File: src/cmo_cfg.svh
// Constants for the cache maintenance operation block.
`ifndef CMO_CFG_SVH
`define CMO_CFG_SVH
`define CMO_TGT_IC      2'h0
`define CMO_TGT_DC      2'h1
`define CMO_TGT_IDBG    2'h2
`define CMO_TGT_DDBG    2'h3
`define CMO_OP_IDX_INV  3'h0
`define CMO_OP_IDX_LTAG 3'h1
`define CMO_OP_IDX_STAG 3'h2
`define CMO_OP_HIT_INV  3'h4
`define CMO_OP_HIT_WBI  3'h5
`define CMO_OP_HIT_WB   3'h6
`define CMO_SET_HI      12
`define CMO_SET_LO      5
`define CMO_WAY_HI      14
`define CMO_WAY_LO      13
`define CMO_DW_HI       4
`define CMO_DW_LO       3
`define CMO_TH_V        29
`define CMO_TH_P        27
`define CMO_TH_LU       22
`define CMO_TH_LRU_HI   21
`define CMO_TH_LRU_LO   14
`define CMO_TL_P1       11
`define CMO_TL_P0       10
`define CMO_TL_ADDRESS_SPACE_TAG_HI  7
`define CMO_TL_ADDRESS_SPACE_TAG_LO  0
`define CMO_LRU_DEFAULT 8'he4
`define CMO_SYNC_CYCLES 4'h2
`endif

File: src/cmo_pkg.sv
// Types for the cache maintenance operation block.
package cmo_pkg;
	typedef enum logic [2:0] {
		CMO_IDLE,
		CMO_DRAIN,
		CMO_ACCESS,
		CMO_WRITE,
		CMO_SYNC
	} cmo_state_t;
endpackage

File: src/cmo_cache_ops.sv
// Cache maintenance operation sequencer for the primary caches.
`timescale 1ns/10ps
`include "cmo_cfg.svh"
module cmo_cache_ops (
	// Clock and reset.
	input  wire logic        clk_in,
	input  wire logic        rst_in,
	// Issue side from the pipeline.
	input  wire logic        op_valid_in,
	input  wire logic [4:0]  op_field_in,
	input  wire logic [63:0] base_in,
	input  wire logic [15:0] offset_in,
	input  wire logic        older_graduated_in,
	input  wire logic        mem_idle_in,
	input  wire logic        addr_legal_in,
	input  wire logic        big_endian_in,
	input  wire logic [7:0]  address_space_tag_in,
	output logic             op_busy_out,
	output logic             op_done_out,
	output logic             addr_error_out,
	output logic             tlb_refill_out,
	output logic             tlb_invalid_out,
	output logic             mem_sync_out,
	// Translation unit.
	output logic [63:0]      xlate_vaddr_out,
	output logic             xlate_req_out,
	input  wire logic        xlate_done_in,
	input  wire logic [39:0] xlate_paddr_in,
	input  wire logic        xlate_miss_in,
	input  wire logic        xlate_inval_in,
	// Holding registers, written by software moves.
	input  wire logic        tag_high_wr_in,
	input  wire logic        tag_low_wr_in,
	input  wire logic        data_high_wr_in,
	input  wire logic        data_low_wr_in,
	input  wire logic [63:0] reg_wdata_in,
	output logic [31:0]      tag_high_reg_out,
	output logic [63:0]      tag_low_reg_out,
	output logic [63:0]      data_high_reg_out,
	output logic [63:0]      data_low_reg_out,
	// Cache array port.
	output logic             arr_req_out,
	output logic             arr_dcache_out,
	output logic [2:0]       arr_op_out,
	output logic             arr_debug_out,
	output logic             arr_write_out,
	output logic [7:0]       arr_set_out,
	output logic [1:0]       arr_way_out,
	output logic [1:0]       arr_dword_out,
	output logic [63:0]      arr_hit_addr_out,
	output logic [7:0]       arr_hit_address_space_tag_out,
	output logic [63:0]      arr_tag_lo_out,
	output logic [31:0]      arr_tag_hi_out,
	output logic [7:0]       arr_lru_out,
	output logic [63:0]      arr_data_lo_out,
	output logic [63:0]      arr_data_hi_out,
	input  wire logic        arr_ack_in,
	input  wire logic [63:0] arr_tag_lo_in,
	input  wire logic [31:0] arr_tag_hi_in,
	input  wire logic [63:0] arr_data_lo_in,
	input  wire logic [63:0] arr_data_hi_in
);

	typedef struct packed {
		cmo_pkg::cmo_state_t st;
		logic [2:0]  op;
		logic [1:0]  tgt;
		logic [63:0] ea;
		logic [39:0] pa;
		logic        dbe;
		logic [3:0]  cnt;
		logic        done;
		logic        aerr;
		logic        trefill;
		logic        tinval;
		logic [31:0] th;
		logic [63:0] tl;
		logic [63:0] dh;
		logic [63:0] dl;
	} cmo_regs_t;

	cmo_regs_t r_q;
	cmo_regs_t r_d;

	logic        is_hit;
	logic        is_dc;
	logic        is_dbg;
	logic        supported;
	logic [7:0]  lru_sel;
	logic [63:0] ea_calc;

	// Decoding is purely from the latched field so it stays stable during the access.
	always_comb begin
		is_dc  = r_q.tgt[0];
		is_dbg = r_q.tgt[1];
		is_hit = !is_dbg && r_q.op[2];
		case (r_q.op)
			`CMO_OP_IDX_INV:  supported = !is_dbg;
			`CMO_OP_IDX_LTAG: supported = 1'b1;
			`CMO_OP_IDX_STAG: supported = 1'b1;
			`CMO_OP_HIT_INV:  supported = !is_dbg;
			`CMO_OP_HIT_WBI:  supported = r_q.tgt == `CMO_TGT_DC;
			`CMO_OP_HIT_WB:   supported = r_q.tgt == `CMO_TGT_DC;
			default:          supported = 1'b0;
		endcase
	end

	// The sum simply wraps at 64 bits, and the low bits are never checked for alignment.
	// effective address is base plus sign-extended offset
	assign ea_calc = base_in + {{48{offset_in[15]}}, offset_in};

	// An all-zero field names no way order, so it is treated as invalid.
	// flagged and valid replacement value, else default
	always_comb begin
		lru_sel = `CMO_LRU_DEFAULT;
		if (r_q.th[`CMO_TH_LU] &&
			r_q.th[`CMO_TH_LRU_HI:`CMO_TH_LRU_LO] != 8'h00) begin
			lru_sel = r_q.th[`CMO_TH_LRU_HI:`CMO_TH_LRU_LO];
		end
	end

	// Next-state logic for the whole block.
	// One operation is in flight at a time; an issue is only looked at in the idle state,
	// so an issue pulse that arrives while busy is simply dropped.
	// The leading and trailing sync only cover loads and stores: instruction fetch is not
	// held back, so software must keep cache operations away from its own fetch path.
	always_comb begin
		r_d      = r_q;
		r_d.done = 1'b0;
		// Software moves into holding registers; a tag or data load acked in the same cycle overrides them.
		if (tag_high_wr_in) begin
			r_d.th = reg_wdata_in[31:0];
		end
		if (tag_low_wr_in) begin
			r_d.tl = reg_wdata_in;
		end
		if (data_high_wr_in) begin
			r_d.dh = reg_wdata_in;
		end
		if (data_low_wr_in) begin
			r_d.dl = reg_wdata_in;
		end
		case (r_q.st)
			cmo_pkg::CMO_IDLE: begin
				if (op_valid_in) begin
					r_d.op      = op_field_in[4:2];
					r_d.tgt     = op_field_in[1:0];
					// no alignment check on the address
					r_d.ea      = ea_calc;
					r_d.dbe     = big_endian_in;
					r_d.aerr    = 1'b0;
					r_d.trefill = 1'b0;
					r_d.tinval  = 1'b0;
					r_d.st      = cmo_pkg::CMO_DRAIN;
				end
			end
			cmo_pkg::CMO_DRAIN: begin
				// wait for graduation and memory sync before acting
				if (older_graduated_in && mem_idle_in) begin
					// address error only from mode legality
					if (!addr_legal_in) begin
						r_d.aerr = 1'b1;
						r_d.cnt  = `CMO_SYNC_CYCLES;
						r_d.st   = cmo_pkg::CMO_SYNC;
					end else if (!supported) begin
						r_d.cnt = `CMO_SYNC_CYCLES;
						r_d.st  = cmo_pkg::CMO_SYNC;
					end else if (is_hit || !is_dc) begin
						r_d.st = cmo_pkg::CMO_ACCESS;
					end else begin
						r_d.st = cmo_pkg::CMO_WRITE;
					end
				end
			end
			cmo_pkg::CMO_ACCESS: begin
				if (xlate_done_in) begin
					r_d.pa = xlate_paddr_in;
					if (is_dc && (xlate_miss_in || xlate_inval_in)) begin
						// data hit forms raise translation faults
						r_d.trefill = xlate_miss_in;
						r_d.tinval  = xlate_inval_in && !xlate_miss_in;
						r_d.cnt     = `CMO_SYNC_CYCLES;
						r_d.st      = cmo_pkg::CMO_SYNC;
					end else begin
						r_d.st = cmo_pkg::CMO_WRITE;
					end
				end
			end
			cmo_pkg::CMO_WRITE: begin
				if (arr_ack_in) begin
					if (r_q.op == `CMO_OP_IDX_LTAG) begin
						if (is_dbg) begin
							// instructions low, parity and predecode high
							r_d.dl = arr_data_lo_in;
							r_d.dh = arr_data_hi_in;
						end else begin
							// copy tag and set the update flag
							r_d.tl = arr_tag_lo_in;
							r_d.th = arr_tag_hi_in;
							r_d.th[`CMO_TH_LU] = 1'b1;
						end
					end
					r_d.cnt = `CMO_SYNC_CYCLES;
					r_d.st  = cmo_pkg::CMO_SYNC;
				end
			end
			cmo_pkg::CMO_SYNC: begin
				// trailing sync before the next operation
				if (r_q.cnt == 4'h0) begin
					r_d.done = 1'b1;
					r_d.st   = cmo_pkg::CMO_IDLE;
				end else begin
					r_d.cnt = r_q.cnt - 4'h1;
				end
			end
			default: begin
				r_d.st = cmo_pkg::CMO_IDLE;
			end
		endcase
	end

	// State register; async reset loads constants only.
	always_ff @(posedge clk_in or posedge rst_in) begin
		if (rst_in) begin
			r_q <= '0;
		end else begin
			r_q <= r_d;
		end
	end

	// Pipeline-facing status.
	assign op_busy_out     = r_q.st != cmo_pkg::CMO_IDLE;
	assign op_done_out     = r_q.done;
	// no watchpoint output exists for these addresses
	assign addr_error_out  = r_q.done && r_q.aerr;
	// only refill and invalid faults, never modified-page
	assign tlb_refill_out  = r_q.done && r_q.trefill;
	assign tlb_invalid_out = r_q.done && r_q.tinval;
	assign mem_sync_out    = r_q.st == cmo_pkg::CMO_DRAIN || r_q.st == cmo_pkg::CMO_SYNC;
	assign xlate_vaddr_out = r_q.ea;
	assign xlate_req_out   = r_q.st == cmo_pkg::CMO_ACCESS;

	assign tag_high_reg_out  = r_q.th;
	assign tag_low_reg_out   = r_q.tl;
	assign data_high_reg_out = r_q.dh;
	assign data_low_reg_out  = r_q.dl;

	// Array command from the latched registers; the hit address space tag passes straight from address_space_tag_in.
	assign arr_req_out    = r_q.st == cmo_pkg::CMO_WRITE;
	assign arr_dcache_out = is_dc;
	assign arr_op_out     = r_q.op;
	assign arr_debug_out  = is_dbg;
	// invalidates and stores write the array
	assign arr_write_out  = r_q.op != `CMO_OP_IDX_LTAG;
	// set and way from the effective address
	assign arr_set_out    = r_q.ea[`CMO_SET_HI:`CMO_SET_LO];
	assign arr_way_out    = r_q.ea[`CMO_WAY_HI:`CMO_WAY_LO];
	assign arr_dword_out  = r_q.ea[`CMO_DW_HI:`CMO_DW_LO];
	// virtual for instruction side, physical for data side
	assign arr_hit_addr_out = is_dc ? {24'h000000, r_q.pa} : r_q.ea;
	assign arr_hit_address_space_tag_out = address_space_tag_in;
	assign arr_tag_lo_out   = r_q.tl;
	assign arr_tag_hi_out   = r_q.th;
	assign arr_lru_out      = lru_sel;
	// data words pass unswapped, predecode from data-high
	assign arr_data_lo_out  = r_q.dl;
	assign arr_data_hi_out  = r_q.dh;

	// no array access while the pipeline has not drained
	chk_serial_issue: assert property (@(posedge clk_in) disable iff (rst_in)
		$rose(arr_req_out) |-> $past(older_graduated_in) && $past(mem_idle_in))
		else $error("array access before drain");

	// update flag set after a tag read
	chk_tag_read_lu: assert property (@(posedge clk_in) disable iff (rst_in)
		arr_req_out && arr_ack_in && r_q.op == `CMO_OP_IDX_LTAG && !is_dbg
		|=> tag_high_reg_out[`CMO_TH_LU])
		else $error("update flag not set");

	// instruction side never reports translation faults
	chk_ic_no_tlb: assert property (@(posedge clk_in) disable iff (rst_in)
		op_done_out && !r_q.tgt[0] |-> !tlb_refill_out && !tlb_invalid_out)
		else $error("instruction op raised tlb fault");

	// data index forms never request translation
	chk_dc_idx_bypass: assert property (@(posedge clk_in) disable iff (rst_in)
		xlate_req_out |-> !(r_q.tgt[0] && !is_hit))
		else $error("data index op translated");

	// unsupported forms never reach the array
	chk_unsup_quiet: assert property (@(posedge clk_in) disable iff (rst_in)
		arr_req_out |-> supported)
		else $error("unsupported op accessed array");

	chk_set_way: assert property (@(posedge clk_in) disable iff (rst_in)
		arr_req_out |-> arr_set_out == xlate_vaddr_out[12:5] && arr_way_out == r_q.ea[14:13])
		else $error("set or way mismatch");

	// an address error ends the op without any array access
	chk_addr_err: assert property (@(posedge clk_in) disable iff (rst_in)
		addr_error_out |-> !arr_req_out && !$past(arr_req_out, 4))
		else $error("address error after array access");

	// data hit fault ends the op within the sync window
	chk_dc_fault_done: assert property (@(posedge clk_in) disable iff (rst_in)
		xlate_req_out && xlate_done_in && r_q.tgt == `CMO_TGT_DC && xlate_miss_in
		|-> ##4 tlb_refill_out)
		else $error("data refill fault not reported");

	// refill wins over invalid when both are reported
	chk_fault_prio: assert property (@(posedge clk_in) disable iff (rst_in)
		tlb_refill_out |-> !tlb_invalid_out)
		else $error("refill and invalid faults together");

	// data index and debug forms end without translation faults
	chk_dc_idx_no_tlb: assert property (@(posedge clk_in) disable iff (rst_in)
		op_done_out && r_q.tgt[0] && !is_hit |-> !tlb_refill_out && !tlb_invalid_out)
		else $error("data index op raised tlb fault");

	// unflagged tag store loads the default replacement state
	chk_lru_default: assert property (@(posedge clk_in) disable iff (rst_in)
		arr_req_out && r_q.op == `CMO_OP_IDX_STAG && !is_dbg && !tag_high_reg_out[`CMO_TH_LU]
		|-> arr_lru_out == `CMO_LRU_DEFAULT)
		else $error("replacement default not used");

	// every array access is followed by the trailing sync
	chk_trail_sync: assert property (@(posedge clk_in) disable iff (rst_in)
		$fell(arr_req_out) |-> mem_sync_out && op_busy_out)
		else $error("no trailing sync after access");

	// tag and data reads never write the array
	chk_read_no_write: assert property (@(posedge clk_in) disable iff (rst_in)
		arr_req_out && arr_op_out == `CMO_OP_IDX_LTAG |-> !arr_write_out)
		else $error("read op marked as array write");

	// the done pulse lasts one cycle only
	chk_done_pulse: assert property (@(posedge clk_in) disable iff (rst_in)
		op_done_out |=> !op_done_out)
		else $error("done pulse longer than one cycle");

endmodule

File: config.mk
export PLATFORM = sky130hd
export DESIGN_NAME = cmo_cache_ops
export DESIGN_NICKNAME = d
export VERILOG_FILES = /design/src/cmo_pkg.sv /design/src/cmo_cache_ops.sv
export VERILOG_INCLUDE_DIRS = /design/src
export SDC_FILE = /design/constraint.sdc
export NUM_CORES = 1
export LEC_CHECK = 0
export CAP_MARGIN = 20
export CORE_AREA = 5 5 406 408
export CTS_CLUSTER_DIAMETER = 30
export DETAILED_ROUTE_END_ITERATION = 8
export DIE_AREA = 0 0 411 413
export DONT_BUFFER_PORTS = 1
export PLACE_DENSITY_LB_ADDON = 0.12
export SYNTH_ARGS = -nofsm -noshare
export SYNTH_HDL_FRONTEND = slang
export SYNTH_SLANG_ARGS = --single-unit
File: constraint.sdc
create_clock -name clk_in -period 34.6 [get_ports clk_in]
set_clock_uncertainty 0.2 [all_clocks]
set_input_delay 6.92 -clock clk_in [delete_from_list [all_inputs] [get_ports clk_in]]
set_output_delay 6.92 -clock clk_in [all_outputs]
set_load 0.02 [all_outputs]
== Word level (Yosys, flattened, before mapping) ==
Cells that the tools add are included.
Word-level totals
  flip-flop bits (word level): 344
  bits of input ports: 436
  output and inout bits: 618
Operators by class
  add/subtract/negate cells: 2
  equal/unequal tests: 20
  mux-type cells: 39
  reductions and logical operators: 31
Operators by type and width (count)
  two-way mux 224 bit: 3
  two-way mux 64 bit: 4
  two-way mux 128 bit: 1
  two-way mux 96 bit: 1
  two-way mux 72 bit: 1
  adder 64 bit: 1
  two-way mux 32 bit: 1
  two-way mux 4 bit: 7
  two-way mux 3 bit: 8
  one-hot mux 4 bit (4 select lines): 1
  one-hot mux 3 bit (5 select lines): 1
  == test 3 bit, second input constant: 4
  != test 2 bit, second input constant: 5
  == test 3 x 2 -> 1 bit, second input constant: 3
  logical AND 1 bit: 8
  two-way mux 8 bit: 1
  AND reduction 4 bit: 2
  nonzero test 8 bit: 1
  AND reduction 7 bit: 1
  == test 3 x 1 -> 1 bit, second input constant: 2
  zero test 3 bit: 2
  != test 2 x 1 -> 1 bit, second input constant: 3
  OR reduction 2 bit: 3
  two-way mux 1 bit: 5
  16 further kinds: 23

== Depth between registers and ports, before layout ==
  depth in word-level cells: 8
  depth in mapped cells: 12
  depth with buffers taken out: 12

== Worst setup path after synthesis ==
Ideal clock, no wire load.
  path type: input to output
  from: input port address_space_tag_in[0]
  to: output port arr_hit_address_space_tag_out[0]
  arrival: 7.054 ns
  setup slack: 20.426 ns
  stages on the path: 1
  buffers on the path: 1
  cell sequence: buf_4
RTL lines
  start, declared: RTL line cmo_cache_ops.sv:17  | input wire logic [7:0] address_space_tag_in,
  end, declared: RTL line cmo_cache_ops.sv:51  | output logic [7:0] arr_hit_address_space_tag_out,
No word-level cell between the ends.

== Worst setup path in the final report ==
  from: input port address_space_tag_in[0]
  to: output port arr_hit_address_space_tag_out[0]
No word-level cell between the ends.

==> metrics <==
setup slack after layout 20.56 ns; Setup-failing EPs final 0; Pwr Density 90.7 nW/um^2; Worst-Margin Slew 1.07 ns; GP Congestion 0.958; number of routed nets with antenna violations 0; Reg2Reg Capture Point arr_tag_lo_out[39]; prevailing post-synth register cell dfrtp_1; All-Layer GR Usage 0.146; initial core utilization 0.144; PortBufs 0; die width 411 microns; asr flop ratio synth 1.00; hold crit path type flip-flop to flip-flop; final non-filler cell area 26200 sq um; Worst Reg-to-Reg Cells 7; GRT Residual Overflow 0; number of synthesized register bits 344; Synth warnings 0; DRT iter0 DRCs 941; CP Max Fanout 1; NumNets Final 2550; gr busiest metal met2; Setup Crit Path Kind input pin to output port; dpl cell area 21600 sq um; post-cts resize count 0; clock root buffer clkbuf_16; grt met3 use 0.0746; final period utilization 0.406; final hold vios 0; drt first pass iters 5; Pleak 11.1 nW; worst hold stages 1; Vias/cell 3.86; WL per Instance 29.8 microns; Cells after Synth 2552; max_slew headroom 0.289; routed vias 16700; Die Y 413 microns; largest net degree at the start of global routing 113; peak supply drop 0.0490 mV; total wire length 129 mm; Slew Viols, Final 0; most frequent cells in the layout dfrtp_1 (343), nand2_1 (241), mux2i_1 (224); Clock Path Buffers 3; Worst setup SP type input pin; max-cap viol count 0; I/O pin total 1054; critical path endpoint category output port; vias in the first global route 17600; Post-DP HPWL 104 mm; GR Util met2 0.255; drt drc 0; synthesized net count 3053; unrepaired setup endpoints after global routing no; CTS Hold Bufs 0; clk_lat worst skew 0.74 ns; CTS sink count 344; post-synthesis cell area 23200 sq um; fraction of layout cells with a size suffix above 1 0.155; met1 Use GR 0.149; CTS tree built; CTS Buf Count 137; post-place setup slack 20.56 ns; Seq/Total Area, Yosys 0.371; setup repair bufs after CTS 0; f_max 71.2 MHz; Hold Startpoint r_q[239]; R2R setup slack 29.74 ns; EDFF count, synth 0; Final Core Density 0.162; outcome finished, final reports clean; core footprint 161000 sq um; setup TNS 0 ns; CTS H-tree lvls 4; Hold Path End r_q[239]; fin crit period 14.04 ns; worst endpoint data arrival time 6.92 ns; Worst R2R Start arr_op_out[0]; P&R area growth vs syn 13.0%; commonest non-fill, non-tap cell in the layout dfrtp_1; first-pass GRT wire length 168 mm; Synth cell types 63; filler cell count 18100; Row Count 148; CP required 27.48 ns; antenna violations before repair 28; Clock transition at path regs 0.04 ns; average size of a mapped cell 9.08 sq um; Total Die Area 170000 sq um
==> power breakdown <==
part           leakage (nW)  internal, mW  switching (mW)
registers              4.11         0.493           0.299
clock network          2.24         0.855           0.336
logic                  4.70         0.146           0.244
==> state kept, by name, summed over array words and instances, names as in the netlist, 3 cells and up <==
name             flops
arr_tag_lo_out      64
arr_data_lo_out     64
arr_op_out           3
xlate_vaddr_out     64
arr_data_hi_out     64
arr_tag_hi_out      32
r_q                 50
==> final cells by class <==
class	instances	area, sq um	area share
Tap cell	2175	2720	0.104
Inverter	22	90.1	0.00344
Timing Repair Buffer	22	198	0.00755
Sequential cell	344	8610	0.329
Clock inverter	31	378	0.0144
Antenna cell	10	25.0	0.000956
Multi-Input combinational cell	1522	9990	0.382
Clock buffer	209	4170	0.159
==> metal layers <==
metal,wire [microns],share of wire
met1,45700,0.35
met2,64400,0.50
met3,14300,0.11
met4,4360,0.034
met5,115,0.00089
==> logic make-up after synthesis <==
group / synth area share
xor+xnor: 0.0227
flops: 0.371
buf+inv: 0.198
simple gates: 0.104
compound gates: 0.132
mux: 0.136
fa+ha+maj: 0.0354
==> worst max path at each step <==
stage	startpoint	endpoint	slack (ns)	depth (start not counted)
3_5_place_dp	address_space_tag_in[4]	arr_hit_address_space_tag_out[4]	20.56	0
5_1_grt	address_space_tag_in[6]	arr_hit_address_space_tag_out[6]	20.56	0
4_1_cts	address_space_tag_in[4]	arr_hit_address_space_tag_out[4]	20.56	0
3_3_place_gp	address_space_tag_in[4]	arr_hit_address_space_tag_out[4]	20.56	0
2_1_floorplan	rst_in	arr_data_hi_out[0]	17.94	1
6_report	address_space_tag_in[0]	arr_hit_address_space_tag_out[0]	20.56	0
==> per-stage QoR <==
stage                     instances  power [mW]  hold WS [ns]
after floorplan                2552        1.16         0.256
after global placement         4083        1.21         0.286
after detailed placement       4083        1.21         0.292
after CTS                      4323        2.43         0.301
after global routing           4331        2.49         0.308
final                          4335        2.37         0.297
==> synthesized netlist by cell type (3+ instances only) <==
library cell | instances | area share
a211oi_1 | 14 | 0.0045
a21boi_0 | 5 | 0.0016
a21o_1 | 44 | 0.014
a21oi_1 | 202 | 0.044
a221oi_2 | 3 | 0.0019
a31oi_1 | 10 | 0.0027
and2_1 | 16 | 0.0043
and3_1 | 8 | 0.0022
and4_1 | 3 | 0.0011
buf_1 | 12 | 0.0019
buf_2 | 3 | 0.00065
buf_4 | 535 | 0.17
clkbuf_1 | 114 | 0.018
dfrtp_1 | 344 | 0.37
ha_1 | 64 | 0.035
inv_1 | 22 | 0.0036
mux2_2 | 80 | 0.039
mux2i_1 | 224 | 0.097
nand2_1 | 242 | 0.039
nand3_1 | 16 | 0.0035
nand4_1 | 17 | 0.0046
nor2_1 | 187 | 0.030
nor2b_1 | 30 | 0.0081
nor3_1 | 16 | 0.0035
o211ai_1 | 4 | 0.0013
o21a_1 | 7 | 0.0023
o21ai_0 | 189 | 0.041
o21ai_1 | 9 | 0.0019
o21bai_1 | 15 | 0.0049
o31ai_1 | 4 | 0.0013
or2_2 | 7 | 0.0019
or3_1 | 5 | 0.0013
or4_1 | 5 | 0.0016
xnor2_1 | 35 | 0.013
xor2_1 | 25 | 0.0094
No activity file was read; power rests on OpenSTA's default activity.
